===== src/hw/shp_defines.vh =====
// constants for the shared memory host port
// assumes inclusion by bare name from the design files
`ifndef SHP_DEFINES_VH
`define SHP_DEFINES_VH

// address map, register space selected by address bit 16
`define SHP_A_REGSEL      16
`define SHP_A_DACK        15
`define SHP_A_RQO         14
`define SHP_A_RQI         13
`define SHP_REG_SHARED    3'h0
`define SHP_REG_CLEAR     3'h1
`define SHP_REG_FIFO0     3'h2
`define SHP_REG_FIFO1     3'h3
`define SHP_REG_MASK      3'h4

// reachable memory windows, in address bits
`define SHP_AW_FULL       16
`define SHP_AW_8K         13
`define SHP_AW_16K        14
`define SHP_AW_32K        15

// fifo shape
`define SHP_FIFO_AW       4
`define SHP_FIFO_DEPTH    5'h10

// shared register fields
`define SHP_SH_CLIENT_IRQ 0
`define SHP_SH_PIN_IRQ    1
`define SHP_SH_HOST_IRQ   2
`define SHP_SH_GLOBAL_EN  3
`define SHP_SH_PIN_SEL    4

// mask/status register fields
`define SHP_MS_OUT_EN     0
`define SHP_MS_IN_EN      1
`define SHP_MS_OUT_NE     2
`define SHP_MS_IN_NF      3

`endif


===== src/hw/shp_host_port.v =====
// Operation
// - 8-bit shared mode reaches 65536 bytes
// - 16-bit shared mode reaches 32768 halfwords
// - fifo modes limit memory to 8K/16K/32K
// - client shared-register interrupt on port-3 bit
// - fifo interrupts on port-1 and port-2 bits
// - bus error interrupt on missing memory
// - cycle starts by select or dma ack
// - address bit 16 selects registers
// - client releases select after acknowledge
// - select cycles: direction high reads
// - dma cycles: direction high writes fifo
// - dma cycles ignore address, fifo only
// - dma enable turns address 15 into ack
// - requests on address 14 and 13
// - alternate routing ORs requests onto pin b
// - outbound request needs data and enable
// - inbound request needs room and enable
// - 8-bit mode uses data lines 15:8
// - 8-bit mode lower lines are inputs
// - pin b output or interrupt input
// - transceiver direction and enable driven
// - pin a low when pending, enabled, selected
// - register space map at 10000..10004
// - acknowledge as low ack or high ready
//
// shared memory host port: an external client reaches system RAM
// and two byte fifos. assumes a simple internal memory port with a
// done strobe and an error flag, and that the client obeys handshakes.
`timescale 1ns/10ps
`default_nettype none
`include "shp_defines.vh"

module shp_host_port
(
  // clock and reset
  input  wire        CLK,
  input  wire        RESET_N,
  // client bus pins
  input  wire        PORT_SELECT_N,
  input  wire        PORT_DIRECTION,
  input  wire [16:0] PORT_ADDRESS_IN,
  output wire [16:0] PORT_ADDRESS_OUT,
  output wire [16:0] PORT_ADDRESS_OE,
  input  wire [15:0] PORT_DATA_IN,
  output reg  [15:0] PORT_DATA_OUT,
  output wire [15:0] PORT_DATA_OE,
  output wire        CYCLE_ACK_OUT,
  output wire        TRANSCEIVER_ENABLE_N,
  output wire        TRANSCEIVER_DIRECTION,
  output wire        CLIENT_IRQ_A_N,
  input  wire        CLIENT_IRQ_B_IN,
  output wire        CLIENT_IRQ_B_OUT,
  output wire        CLIENT_IRQ_B_OE,
  // configuration
  input  wire        MODE_16BIT,
  input  wire        MODE_FIFO,
  input  wire        FIFO_DMA_ENABLE_N,
  input  wire        DMA_REQ_ALT_ROUTING,
  input  wire        ACK_AS_READY,
  input  wire        IRQ_B_IS_OUTPUT,
  input  wire [1:0]  FIFO_WINDOW,
  // internal processor side
  input  wire        HOST_IRQ_SET,
  output wire [7:0]  GP_INPUTS,
  output wire        IRQ_PORT3,
  output wire        IRQ_PORT1,
  output wire        IRQ_PORT2,
  output reg         IRQ_BUS_ERROR,
  input  wire        BUS_ERROR_CLEAR,
  input  wire        OUT_FIFO_WR,
  input  wire [7:0]  OUT_FIFO_WDATA,
  output wire        OUT_FIFO_FULL,
  input  wire        IN_FIFO_RD,
  output wire [7:0]  IN_FIFO_RDATA,
  output wire        IN_FIFO_EMPTY,
  // internal memory port
  output reg         MEM_REQ,
  output reg         MEM_WRITE,
  output reg  [15:0] MEM_ADDR,
  output reg  [15:0] MEM_WDATA,
  output reg         MEM_HALF,
  input  wire        MEM_DONE,
  input  wire        MEM_ERROR,
  input  wire [15:0] MEM_RDATA
);

  // states, one-hot
  localparam ST_IDLE = 5'h01;
  localparam ST_MEM  = 5'h02;
  localparam ST_REG  = 5'h04;
  localparam ST_WAIT = 5'h08; // one read-latency cycle for fifo data
  localparam ST_ACK  = 5'h10;

  reg        rst_m, rst_n;   // reset release pipeline
  wire       sel_n_s, dir_s, dack_n_s, irq_b_s; // synchronised controls
  wire [7:0] gp_s;           // synchronised general inputs
  reg  [4:0] state;          // cycle state
  reg        is_dma;         // current cycle is a dma cycle
  reg        is_read;        // current cycle drives data out
  reg  [15:0] rd_hold;       // read data for the client
  reg        client_irq;     // client to host, via shared register
  reg        pin_irq;        // client to host, via pin b rising edge
  reg        host_irq;       // host to client pending
  reg        glob_en, pin_sel; // pin a/b qualification
  reg        out_en, in_en;  // dma request enables
  reg        irq_b_d;        // pin b previous level
  reg        ack_on;         // acknowledge asserted

  // reset released through two flops; only constants under reset
  always @(posedge CLK or negedge RESET_N)
  begin
    if (!RESET_N)
    begin
      rst_m <= 1'b0;
      rst_n <= 1'b0;
    end
    else
    begin
      rst_m <= 1'b1;
      rst_n <= rst_m;
    end
  end

  wire dma_on = ~FIFO_DMA_ENABLE_N & MODE_FIFO;

  // control pins and pin b into CLK domain before decoding
  // pin b idles high after reset, so no false rising edge is seen
  shp_sync #(.W(4), .INIT(1'b1)) u_sync_ctl
  (
    .clk   (CLK),
    .rst_n (rst_n),
    .d     ({PORT_SELECT_N, PORT_DIRECTION, CLIENT_IRQ_B_IN,
             PORT_ADDRESS_IN[`SHP_A_DACK] | ~dma_on}),
    .q     ({sel_n_s, dir_s, irq_b_s, dack_n_s})
  );

  // lower data lines as general inputs in 8-bit mode
  shp_sync #(.W(8), .INIT(1'b0)) u_sync_gp
  (
    .clk   (CLK),
    .rst_n (rst_n),
    .d     (PORT_DATA_IN[7:0]),
    .q     (gp_s)
  );
  assign GP_INPUTS = MODE_16BIT ? 8'h00 : gp_s;

  // fifo pointers, one extra bit tells full from empty
  reg  [`SHP_FIFO_AW:0] ow, orp, iw, irp;
  wire [`SHP_FIFO_AW:0] o_cnt = ow - orp;
  wire [`SHP_FIFO_AW:0] i_cnt = iw - irp;
  wire out_empty = (o_cnt == 5'h00);
  wire in_full   = (i_cnt == `SHP_FIFO_DEPTH);
  assign OUT_FIFO_FULL = (o_cnt == `SHP_FIFO_DEPTH);
  assign IN_FIFO_EMPTY = (i_cnt == 5'h00);

  wire [7:0] out_rd;  // outbound data toward client
  wire       push_out = OUT_FIFO_WR & ~OUT_FIFO_FULL;
  wire       pop_in   = IN_FIFO_RD & ~IN_FIFO_EMPTY;
  reg        pop_out, push_in; // client side strobes
  reg  [7:0] push_in_data;

  // outbound fifo: host writes, client reads
  shp_fifo_mem u_out_mem
  (
    .clk   (CLK),
    .we    (push_out),
    .waddr (ow[`SHP_FIFO_AW-1:0]),
    .wdata (OUT_FIFO_WDATA),
    .raddr (orp[`SHP_FIFO_AW-1:0]),
    .rdata (out_rd)
  );

  // inbound fifo: client writes, host reads (read shows next cycle)
  shp_fifo_mem u_in_mem
  (
    .clk   (CLK),
    .we    (push_in),
    .waddr (iw[`SHP_FIFO_AW-1:0]),
    .wdata (push_in_data),
    .raddr (irp[`SHP_FIFO_AW-1:0]),
    .rdata (IN_FIFO_RDATA)
  );

  // pointer updates
  always @(posedge CLK or negedge rst_n)
  begin
    if (!rst_n)
    begin
      ow  <= 5'h00;
      orp <= 5'h00;
      iw  <= 5'h00;
      irp <= 5'h00;
    end
    else
    begin
      if (push_out)
        ow <= ow + 5'h01;
      if (pop_out)
        orp <= orp + 5'h01;
      if (push_in)
        iw <= iw + 5'h01;
      if (pop_in)
        irp <= irp + 5'h01;
    end
  end

  // decode: address bit 16 picks registers over memory
  wire       start     = sel_n_s ^ dack_n_s; // exactly one asserted
  wire       reg_space = PORT_ADDRESS_IN[`SHP_A_REGSEL];
  wire [2:0] reg_idx   = PORT_ADDRESS_IN[2:0];
  wire [7:0] wr_byte   = MODE_16BIT ? PORT_DATA_IN[7:0] :
                                      PORT_DATA_IN[15:8];

  // memory window width in address bits
  reg [15:0] win_mask;
  always @*
  begin
    win_mask = 16'hffff; // full 64K bytes / 32K halfwords
    if (MODE_FIFO & dma_on)
    begin
      if (DMA_REQ_ALT_ROUTING)
        win_mask = 16'h7fff;  // 32K: only bit 15 taken by ack
      else if (FIFO_WINDOW == 2'h1)
        win_mask = 16'h3fff;  // 16K
      else
        win_mask = 16'h1fff;  // 8K: 15, 14, 13 taken
    end
    else if (MODE_FIFO)
      win_mask = (FIFO_WINDOW == 2'h2) ? 16'h7fff :
                 (FIFO_WINDOW == 2'h1) ? 16'h3fff : 16'h1fff;
  end

  // main cycle sequencer
  always @(posedge CLK or negedge rst_n)
  begin
    if (!rst_n)
    begin
      state        <= ST_IDLE;
      is_dma       <= 1'b0;
      is_read      <= 1'b0;
      rd_hold      <= 16'h0000;
      MEM_REQ      <= 1'b0;
      MEM_WRITE    <= 1'b0;
      MEM_ADDR     <= 16'h0000;
      MEM_WDATA    <= 16'h0000;
      MEM_HALF     <= 1'b0;
      pop_out      <= 1'b0;
      push_in      <= 1'b0;
      push_in_data <= 8'h00;
      client_irq   <= 1'b0;
      host_irq     <= 1'b0;
      glob_en      <= 1'b0;
      pin_sel      <= 1'b0;
      out_en       <= 1'b0;
      in_en        <= 1'b0;
      IRQ_BUS_ERROR <= 1'b0;
      ack_on       <= 1'b0;
    end
    else
    begin
      pop_out <= 1'b0;
      push_in <= 1'b0;
      // host raises its interrupt toward the client
      if (HOST_IRQ_SET)
        host_irq <= 1'b1;
      if (BUS_ERROR_CLEAR)
        IRQ_BUS_ERROR <= 1'b0;
      case (state)
        ST_IDLE:
        begin
          ack_on <= 1'b0;
          if (start)
          begin
            is_dma <= ~dack_n_s;
            if (~dack_n_s)
            begin
              // dma: address ignored, fifo data only
              is_read <= ~dir_s;
              if (dir_s & MODE_FIFO & ~in_full)
              begin
                push_in      <= 1'b1;
                push_in_data <= wr_byte;
              end
              state <= ST_WAIT;
            end
            else
            begin
              is_read <= dir_s;
              if (reg_space)
                state <= ST_REG;
              else
              begin
                MEM_REQ   <= 1'b1;
                MEM_WRITE <= ~dir_s;
                MEM_HALF  <= MODE_16BIT;
                MEM_ADDR  <= PORT_ADDRESS_IN[15:0] & win_mask;
                MEM_WDATA <= MODE_16BIT ? PORT_DATA_IN :
                             {8'h00, PORT_DATA_IN[15:8]};
                state     <= ST_MEM;
              end
            end
          end
        end
        ST_MEM:
        begin
          if (MEM_DONE)
          begin
            MEM_REQ <= 1'b0;
            rd_hold <= MODE_16BIT ? MEM_RDATA : {MEM_RDATA[7:0], 8'h00};
            if (MEM_ERROR)
              IRQ_BUS_ERROR <= 1'b1; // set wins over clear
            state <= ST_ACK;
          end
        end
        ST_REG:
        begin
          // register space decode
          case (reg_idx)
            `SHP_REG_SHARED:
            begin
              rd_hold <= {3'h0, pin_sel, glob_en, host_irq, pin_irq,
                          client_irq, 8'h00};
              if (~is_read)
              begin
                client_irq <= wr_byte[`SHP_SH_CLIENT_IRQ];
                glob_en    <= wr_byte[`SHP_SH_GLOBAL_EN];
                pin_sel    <= wr_byte[`SHP_SH_PIN_SEL];
              end
              state <= ST_ACK;
            end
            `SHP_REG_CLEAR:
            begin
              rd_hold <= 16'h0000; // write only
              if (~is_read & ~HOST_IRQ_SET)
                host_irq <= 1'b0;
              state <= ST_ACK;
            end
            `SHP_REG_FIFO0, `SHP_REG_FIFO1:
            begin
              if (~is_read & MODE_FIFO & ~in_full)
              begin
                push_in      <= 1'b1;
                push_in_data <= wr_byte;
              end
              state <= ST_WAIT;
            end
            `SHP_REG_MASK:
            begin
              rd_hold <= {4'h0, ~in_full, ~out_empty, in_en, out_en, 8'h00};
              if (~is_read)
              begin
                out_en <= wr_byte[`SHP_MS_OUT_EN];
                in_en  <= wr_byte[`SHP_MS_IN_EN];
              end
              state <= ST_ACK;
            end
            default:
            begin
              rd_hold <= 16'h0000;
              state   <= ST_ACK;
            end
          endcase
        end
        ST_WAIT:
        begin
          // fifo read data is already registered at the read pointer
          if (is_read)
          begin
            rd_hold <= MODE_16BIT ? {8'h00, out_rd} : {out_rd, 8'h00};
            pop_out <= ~out_empty;
          end
          state <= ST_ACK;
        end
        ST_ACK:
        begin
          ack_on <= 1'b1;
          // hold until client releases its strobe
          if (sel_n_s & dack_n_s)
          begin
            ack_on <= 1'b0;
            state  <= ST_IDLE;
          end
        end
        default:
          state <= ST_IDLE;
      endcase
    end
  end

  // client interrupt in on pin b, rising edge sets flag
  always @(posedge CLK or negedge rst_n)
  begin
    if (!rst_n)
    begin
      irq_b_d <= 1'b1;
      pin_irq <= 1'b0;
    end
    else
    begin
      irq_b_d <= irq_b_s;
      if (~IRQ_B_IS_OUTPUT & irq_b_s & ~irq_b_d)
        pin_irq <= 1'b1;
      else if (state == ST_REG && reg_idx == `SHP_REG_CLEAR && ~is_read)
        pin_irq <= 1'b0;
    end
  end

  // data out registered, drive only on read while ack is asserted
  always @(posedge CLK or negedge rst_n)
  begin
    if (!rst_n)
      PORT_DATA_OUT <= 16'h0000;
    else
      PORT_DATA_OUT <= rd_hold;
  end
  wire drive = is_read & ack_on;
  assign PORT_DATA_OE = {{8{drive}}, {8{drive & MODE_16BIT}}};

  // acknowledge polarity: low ack or high ready
  assign CYCLE_ACK_OUT = ACK_AS_READY ? ack_on : ~ack_on;

  // transceiver controls
  assign TRANSCEIVER_DIRECTION = is_read & (state != ST_IDLE);
  assign TRANSCEIVER_ENABLE_N  = (state == ST_IDLE);

  // dma requests
  wire rq_out = dma_on & ~out_empty & out_en;
  wire rq_in  = dma_on & ~in_full & in_en;

  // requests on address 14/13 only without alt routing
  wire rq_pins = dma_on & ~DMA_REQ_ALT_ROUTING;
  assign PORT_ADDRESS_OUT = {2'b00, ~rq_out, ~rq_in, 13'h0000};
  assign PORT_ADDRESS_OE  = {2'b00, rq_pins, rq_pins, 13'h0000};

  // client interrupt pins qualified by enable and select
  wire pend = host_irq;
  assign CLIENT_IRQ_A_N = ~(pend & glob_en & ~pin_sel);
  wire alt = dma_on & DMA_REQ_ALT_ROUTING;
  assign CLIENT_IRQ_B_OUT = alt ? (rq_out | rq_in) :
                            ~(pend & glob_en & pin_sel);
  assign CLIENT_IRQ_B_OE  = alt | IRQ_B_IS_OUTPUT;

  // interrupts to the internal processor
  assign IRQ_PORT3 = client_irq | pin_irq;
  assign IRQ_PORT1 = MODE_FIFO & ~IN_FIFO_EMPTY;
  assign IRQ_PORT2 = MODE_FIFO & ~OUT_FIFO_FULL;

endmodule

`default_nettype wire


===== src/hw/shp_sync.v =====
// two flip-flop synchroniser for a bundle of level inputs
// assumes inputs come from outside the CLK domain
`timescale 1ns/10ps
`default_nettype none

module shp_sync
#(
  parameter W    = 1,
  parameter INIT = 1'b1
)
(
  // clock and reset
  input  wire         clk,
  input  wire         rst_n,
  // raw and synchronised levels
  input  wire [W-1:0] d,
  output reg  [W-1:0] q
);

  reg [W-1:0] meta; // first stage, read only by q

  // two stage capture, reset to idle level
  always @(posedge clk or negedge rst_n)
  begin
    if (!rst_n)
    begin
      meta <= {W{INIT}};
      q    <= {W{INIT}};
    end
    else
    begin
      meta <= d;
      q    <= meta;
    end
  end

endmodule

`default_nettype wire


===== src/hw/shp_fifo_mem.v =====
// small dual port byte memory for one fifo, registered read data
// assumes one clock, write and read addresses from fifo pointers
`timescale 1ns/10ps
`default_nettype none
`include "shp_defines.vh"

module shp_fifo_mem
(
  // clock
  input  wire                    clk,
  // write side
  input  wire                    we,
  input  wire [`SHP_FIFO_AW-1:0] waddr,
  input  wire [7:0]              wdata,
  // read side
  input  wire [`SHP_FIFO_AW-1:0] raddr,
  output reg  [7:0]              rdata
);

  reg [7:0] mem [0:(1<<`SHP_FIFO_AW)-1]; // storage, no reset needed

  // write port
  always @(posedge clk)
  begin
    if (we)
      mem[waddr] <= wdata;
  end

  // read data registered, valid one cycle after address
  always @(posedge clk)
  begin
    rdata <= mem[raddr];
  end

endmodule

`default_nettype wire


===== config.mk =====
export PLATFORM = sky130hd
export DESIGN_NAME = shp_host_port
export DESIGN_NICKNAME = d
export VERILOG_FILES = /design/src/hw/shp_host_port.v /design/src/hw/shp_sync.v /design/src/hw/shp_fifo_mem.v
export VERILOG_INCLUDE_DIRS = /design/src /design/src/hw
export SDC_FILE = /design/constraint.sdc
export NUM_CORES = 1
export LEC_CHECK = 0
export CORE_ASPECT_RATIO = 2
export CORE_MARGIN = 2
export CORE_UTILIZATION = 68
export CTS_BUF_LIST = sky130_fd_sc_hd__clkbuf_8 sky130_fd_sc_hd__clkbuf_16
export CTS_CLUSTER_DIAMETER = 80
export DETAILED_ROUTE_END_ITERATION = 8
export DONT_BUFFER_PORTS = 1
export PLACE_DENSITY_LB_ADDON = 0.15
export SETUP_SLACK_MARGIN = 0.3
export SYNTH_ARGS = -nofsm -noshare
export SYNTH_HDL_FRONTEND = slang
export SYNTH_HIERARCHICAL = 1
export SYNTH_SLANG_ARGS = --single-unit

===== constraint.sdc =====
create_clock -name CLK -period 7.6 [get_ports CLK]
set_clock_uncertainty 0.1 [all_clocks]
set_input_delay 0.76 -clock CLK [delete_from_list [all_inputs] [get_ports CLK]]
set_output_delay 0.76 -clock CLK [all_outputs]
set_load 0.05 [all_outputs]

==> flow_metrics.tcl <==
set metrics [dict create \
    combPwrFrac 0.184 \
    num_vias 8598 \
    seqPwrFrac 0.552 \
    crit_arrival_ns 3.82 \
    area_growth_pct 6.663 \
    switchingPower_mw 2.324 \
    synth-edff-count 256 \
    power_density_nw_per_um2 372.1 \
    cts_setup_buffers 0 \
    grtUsageTotal 0.2653 \
    fp.coreArea_um2 24220 \
    clockBufferDepth 3 \
    worstHoldStart "CLIENT_IRQ_B_IN" \
    cts_tree "yes" \
    switching_share 0.3516 \
    io_buffer_count 0 \
    numCtsBuffers 36 \
    synthXorXnorAreaFrac 0.01209 \
    cp-startpoint "orp[0]" \
    synth_cell_type_count 63 \
    setup_viol 0 \
    power.leakage_nw 6.629 \
    cts-root-buf "clkbuf_16" \
    tightest_slew_ns 1.164 \
    grt_start_max_net_pins 76 \
    overflow 0 \
    drv_cap 0 \
    dr.pass1.iters 7 \
    synth_compound_area_frac 0.04785 \
    max_freq_ghz 0.2139 \
    yosys.area_share.simple 0.06979 \
    final_nets 1096 \
    viasPerCell 6.514 \
    postRouteAntennaNets 0 \
    synthMuxAreaShare 0.1246 \
    cts_num_sinks 411 \
    final.setup.tns_ns 0 \
    drive_gt1_frac 0.1641 \
    crit_required_ns 6.74 \
    fill_cells 1499 \
    ys_ff_latch 411 \
    hpwlAfterDp_um 22060 \
    slew_headroom 0.2280 \
    gp_congestion 0.8344 \
    p_clk_frac 0.264 \
    die_width_um 114.7 \
    h-tree-depth 2 \
    crit_fanout 36 \
    ys_seq_area_frac 0.6904 \
    synth_top_area_cell "edfxtp_1" \
    clk_pin_slew_ns 0.07 \
    synth_top_area_frac 0.4615 \
    vdd_drop_max_mv 0.2583 \
    initialDrtViolationCount 681 \
    min_period_ns 4.675 \
    die-area_um2 25840 \
    async_reset_ff_frac 0.3382 \
    startpoint_type "flip-flop" \
    routed_wl_um 33090 \
    io_pins 205 \
    min_path_type "in2reg" \
    drcViolationCount 0 \
    antenna_found_initial 1 \
    synthTopCellsByArea "edfxtp_1 46%, dfrtp_1 19%, mux4_2 4.9%, mux4_1 4.4%, mux2_2 2.4%" \
    rsz0062_at_grt "false" \
    status "completed" \
    r2r_slack_ns 3.29 \
    hold_viol 0 \
    wl_per_cell_um 25.07 \
    start_util 0.6876 \
    antenna_cells 0 \
    synthCells 1010 \
    synth_area_per_cell_um2 16.49 \
    cpMaxStageDelayCell "dfrtp_2" \
    grt_pass1_wl_um 51050 \
    finalMaxSlewViolations 0 \
    grt_pass1_vias 8751 \
    yosysWarnings 6 \
    max_stage_delay_ns 1.06 \
    synth_top_family_by_area "multiplexers" \
    synth_adder_area_share 0.01202 \
    period_share 0.6151 \
    synthesis.area_um2 16660 \
    post-route-util 0.7335 \
    timing.setup.critical_path_class "reg2out" \
    worst_setup_path_end_kind "output port" \
    die_h_um 225.3 \
    r2r-start "orp[0]" \
    crit_chain "ha_1 -> nor2b_1 -> a21bo_2 -> and3b_1 -> o21bai_1 -> inv_1 -> nor2_1" \
    p_int_mw 4.287 \
    clkLatencyLatePin_ns 0.52 \
    rows 81 \
    ys.flop_type "edfxtp_1" \
]
## critical path: cells and delay by family (launching register included)
family / cells / cell delay [ns]
compound gates: 2 / 0.57
buf+inv: 1 / 0.36
fa+ha+maj: 1 / 0.29
flops: 1 / 1.06
simple gates: 3 / 1.02
## cells in the mapped netlist, drive strengths merged (16+ instances only)
master  instances
nor2b          16
xnor2          18
edfxtp        256
a22oi          41
buf            71
dfrtp         129
mux2           40
nand2          72
o21ai          35
mux4           64
nor2           42
ha             16
dfxtp          16
inv            22
## power groups by stage
| stage | Clock (mW) | Sequential [mW] | Combinational (mW) |
|---|---|---|---|
| after floorplan | 0 | 3.55 | 1.05 |
| after global placement | 0 | 3.68 | 1.16 |
| after detailed placement | 0 | 3.70 | 1.21 |
| after CTS | 1.77 | 3.66 | 1.22 |
| after global routing | 1.85 | 3.71 | 1.32 |
| final | 1.75 | 3.65 | 1.22 |
## kinds of logic (layout without fill, tap and decap cells)
kind of cell    count (synthesis)  after routing
fa+ha+maj                      16             16
buf+inv                       109            100
simple gates                  220            220
mux                           110            110
xor+xnor                       23             23
flops                         411            411
compound gates                119            119
other cells                     2             31
## routing by layer
layer  track usage  vias up  share of wire
li1              -     3745              -
met1        0.3747     4373           0.40
met2        0.4155      403           0.49
met3       0.06213       75          0.085
met4       0.08655        2          0.030
met5             0        -        0.00039
## path summary, 6_finish.rpt
check | cells past startpoint | to
min reg2reg | 0 | u_sync_ctl/q[2]
min | 0 | u_sync_ctl/meta[1]
max | 7 | IRQ_PORT2
min in group asynchronous | 0 | MEM_ADDR[11]
max in group asynchronous | 1 | orp[0]
max reg2reg | 9 | u_out_mem/mem[0][5]
## through the flow
| step | instance area [um^2] | hold WS (ns) | setup slack (ns) | instances | total power, mW |
|---|---|---|---|---|---|
| 5_1_grt | 17770 | 0.1116 | 2.670 | 1320 | 6.877 |
| 6_report | 17770 | 0.1312 | 2.925 | 1320 | 6.611 |
| 3_3_place_gp | 16620 | 0.2331 | 3.470 | 1255 | 4.847 |
| 2_1_floorplan | 16760 | 0.2312 | 3.358 | 1039 | 4.598 |
| 3_5_place_dp | 16620 | 0.2347 | 3.306 | 1255 | 4.910 |
| 4_1_cts | 17770 | 0.1106 | 2.900 | 1320 | 6.649 |
## cell usage in the layout, fill, tap and decap left out, drive strengths merged, types with 4 or more instances in the layout
cell type / instances
nand4: 6
and3: 8
clkbuf: 43
nor2b: 16
clkinv: 9
buf: 12
and2: 6
nand2b: 11
dfstp: 10
a21oi: 10
nand2: 72
mux2i: 6
nor2: 42
conb: 31
nand3b: 9
a22oi: 41
o21ai: 35
nand3: 13
nor3: 14
dfrtp: 129
mux2: 40
o31ai: 9
edfxtp: 256
inv: 35
or3: 5
xnor2: 18
xor2: 5
ha: 16
a221oi: 4
dfxtp: 16
mux4: 64
## state kept, by name, summed over array words and instances, names as in the netlist, 5 cells and up
name             cells
u_sync_gp/meta       8
u_out_mem/mem      128
rd_hold             16
ow                   5
push_in_data         8
orp                  5
u_in_mem/rdata       8
u_out_mem/rdata      8
state                5
PORT_DATA_OUT       16
MEM_WDATA           16
u_in_mem/mem       128
iw                   5
irp                  5
MEM_ADDR            16
u_sync_gp/q          8
## cell type report
cell class	count	area (um^2)	share of cell area
sequential	411	11500	0.6476
clock inverter	21	96.34	0.005423
tap	290	362.8	0.02042
inverter	23	86.33	0.004859
timing repair buffer	13	107.6	0.006057
clock buffer	43	1042	0.05867
multi-input combinational	519	4566	0.2570
## timing repair
item | CTS | global route
hold endpoints to repair | 2 | 0
gates resized for setup | 0 | 0
hold buffers | 1 | 0
Power figures use the tool's default switching activity.
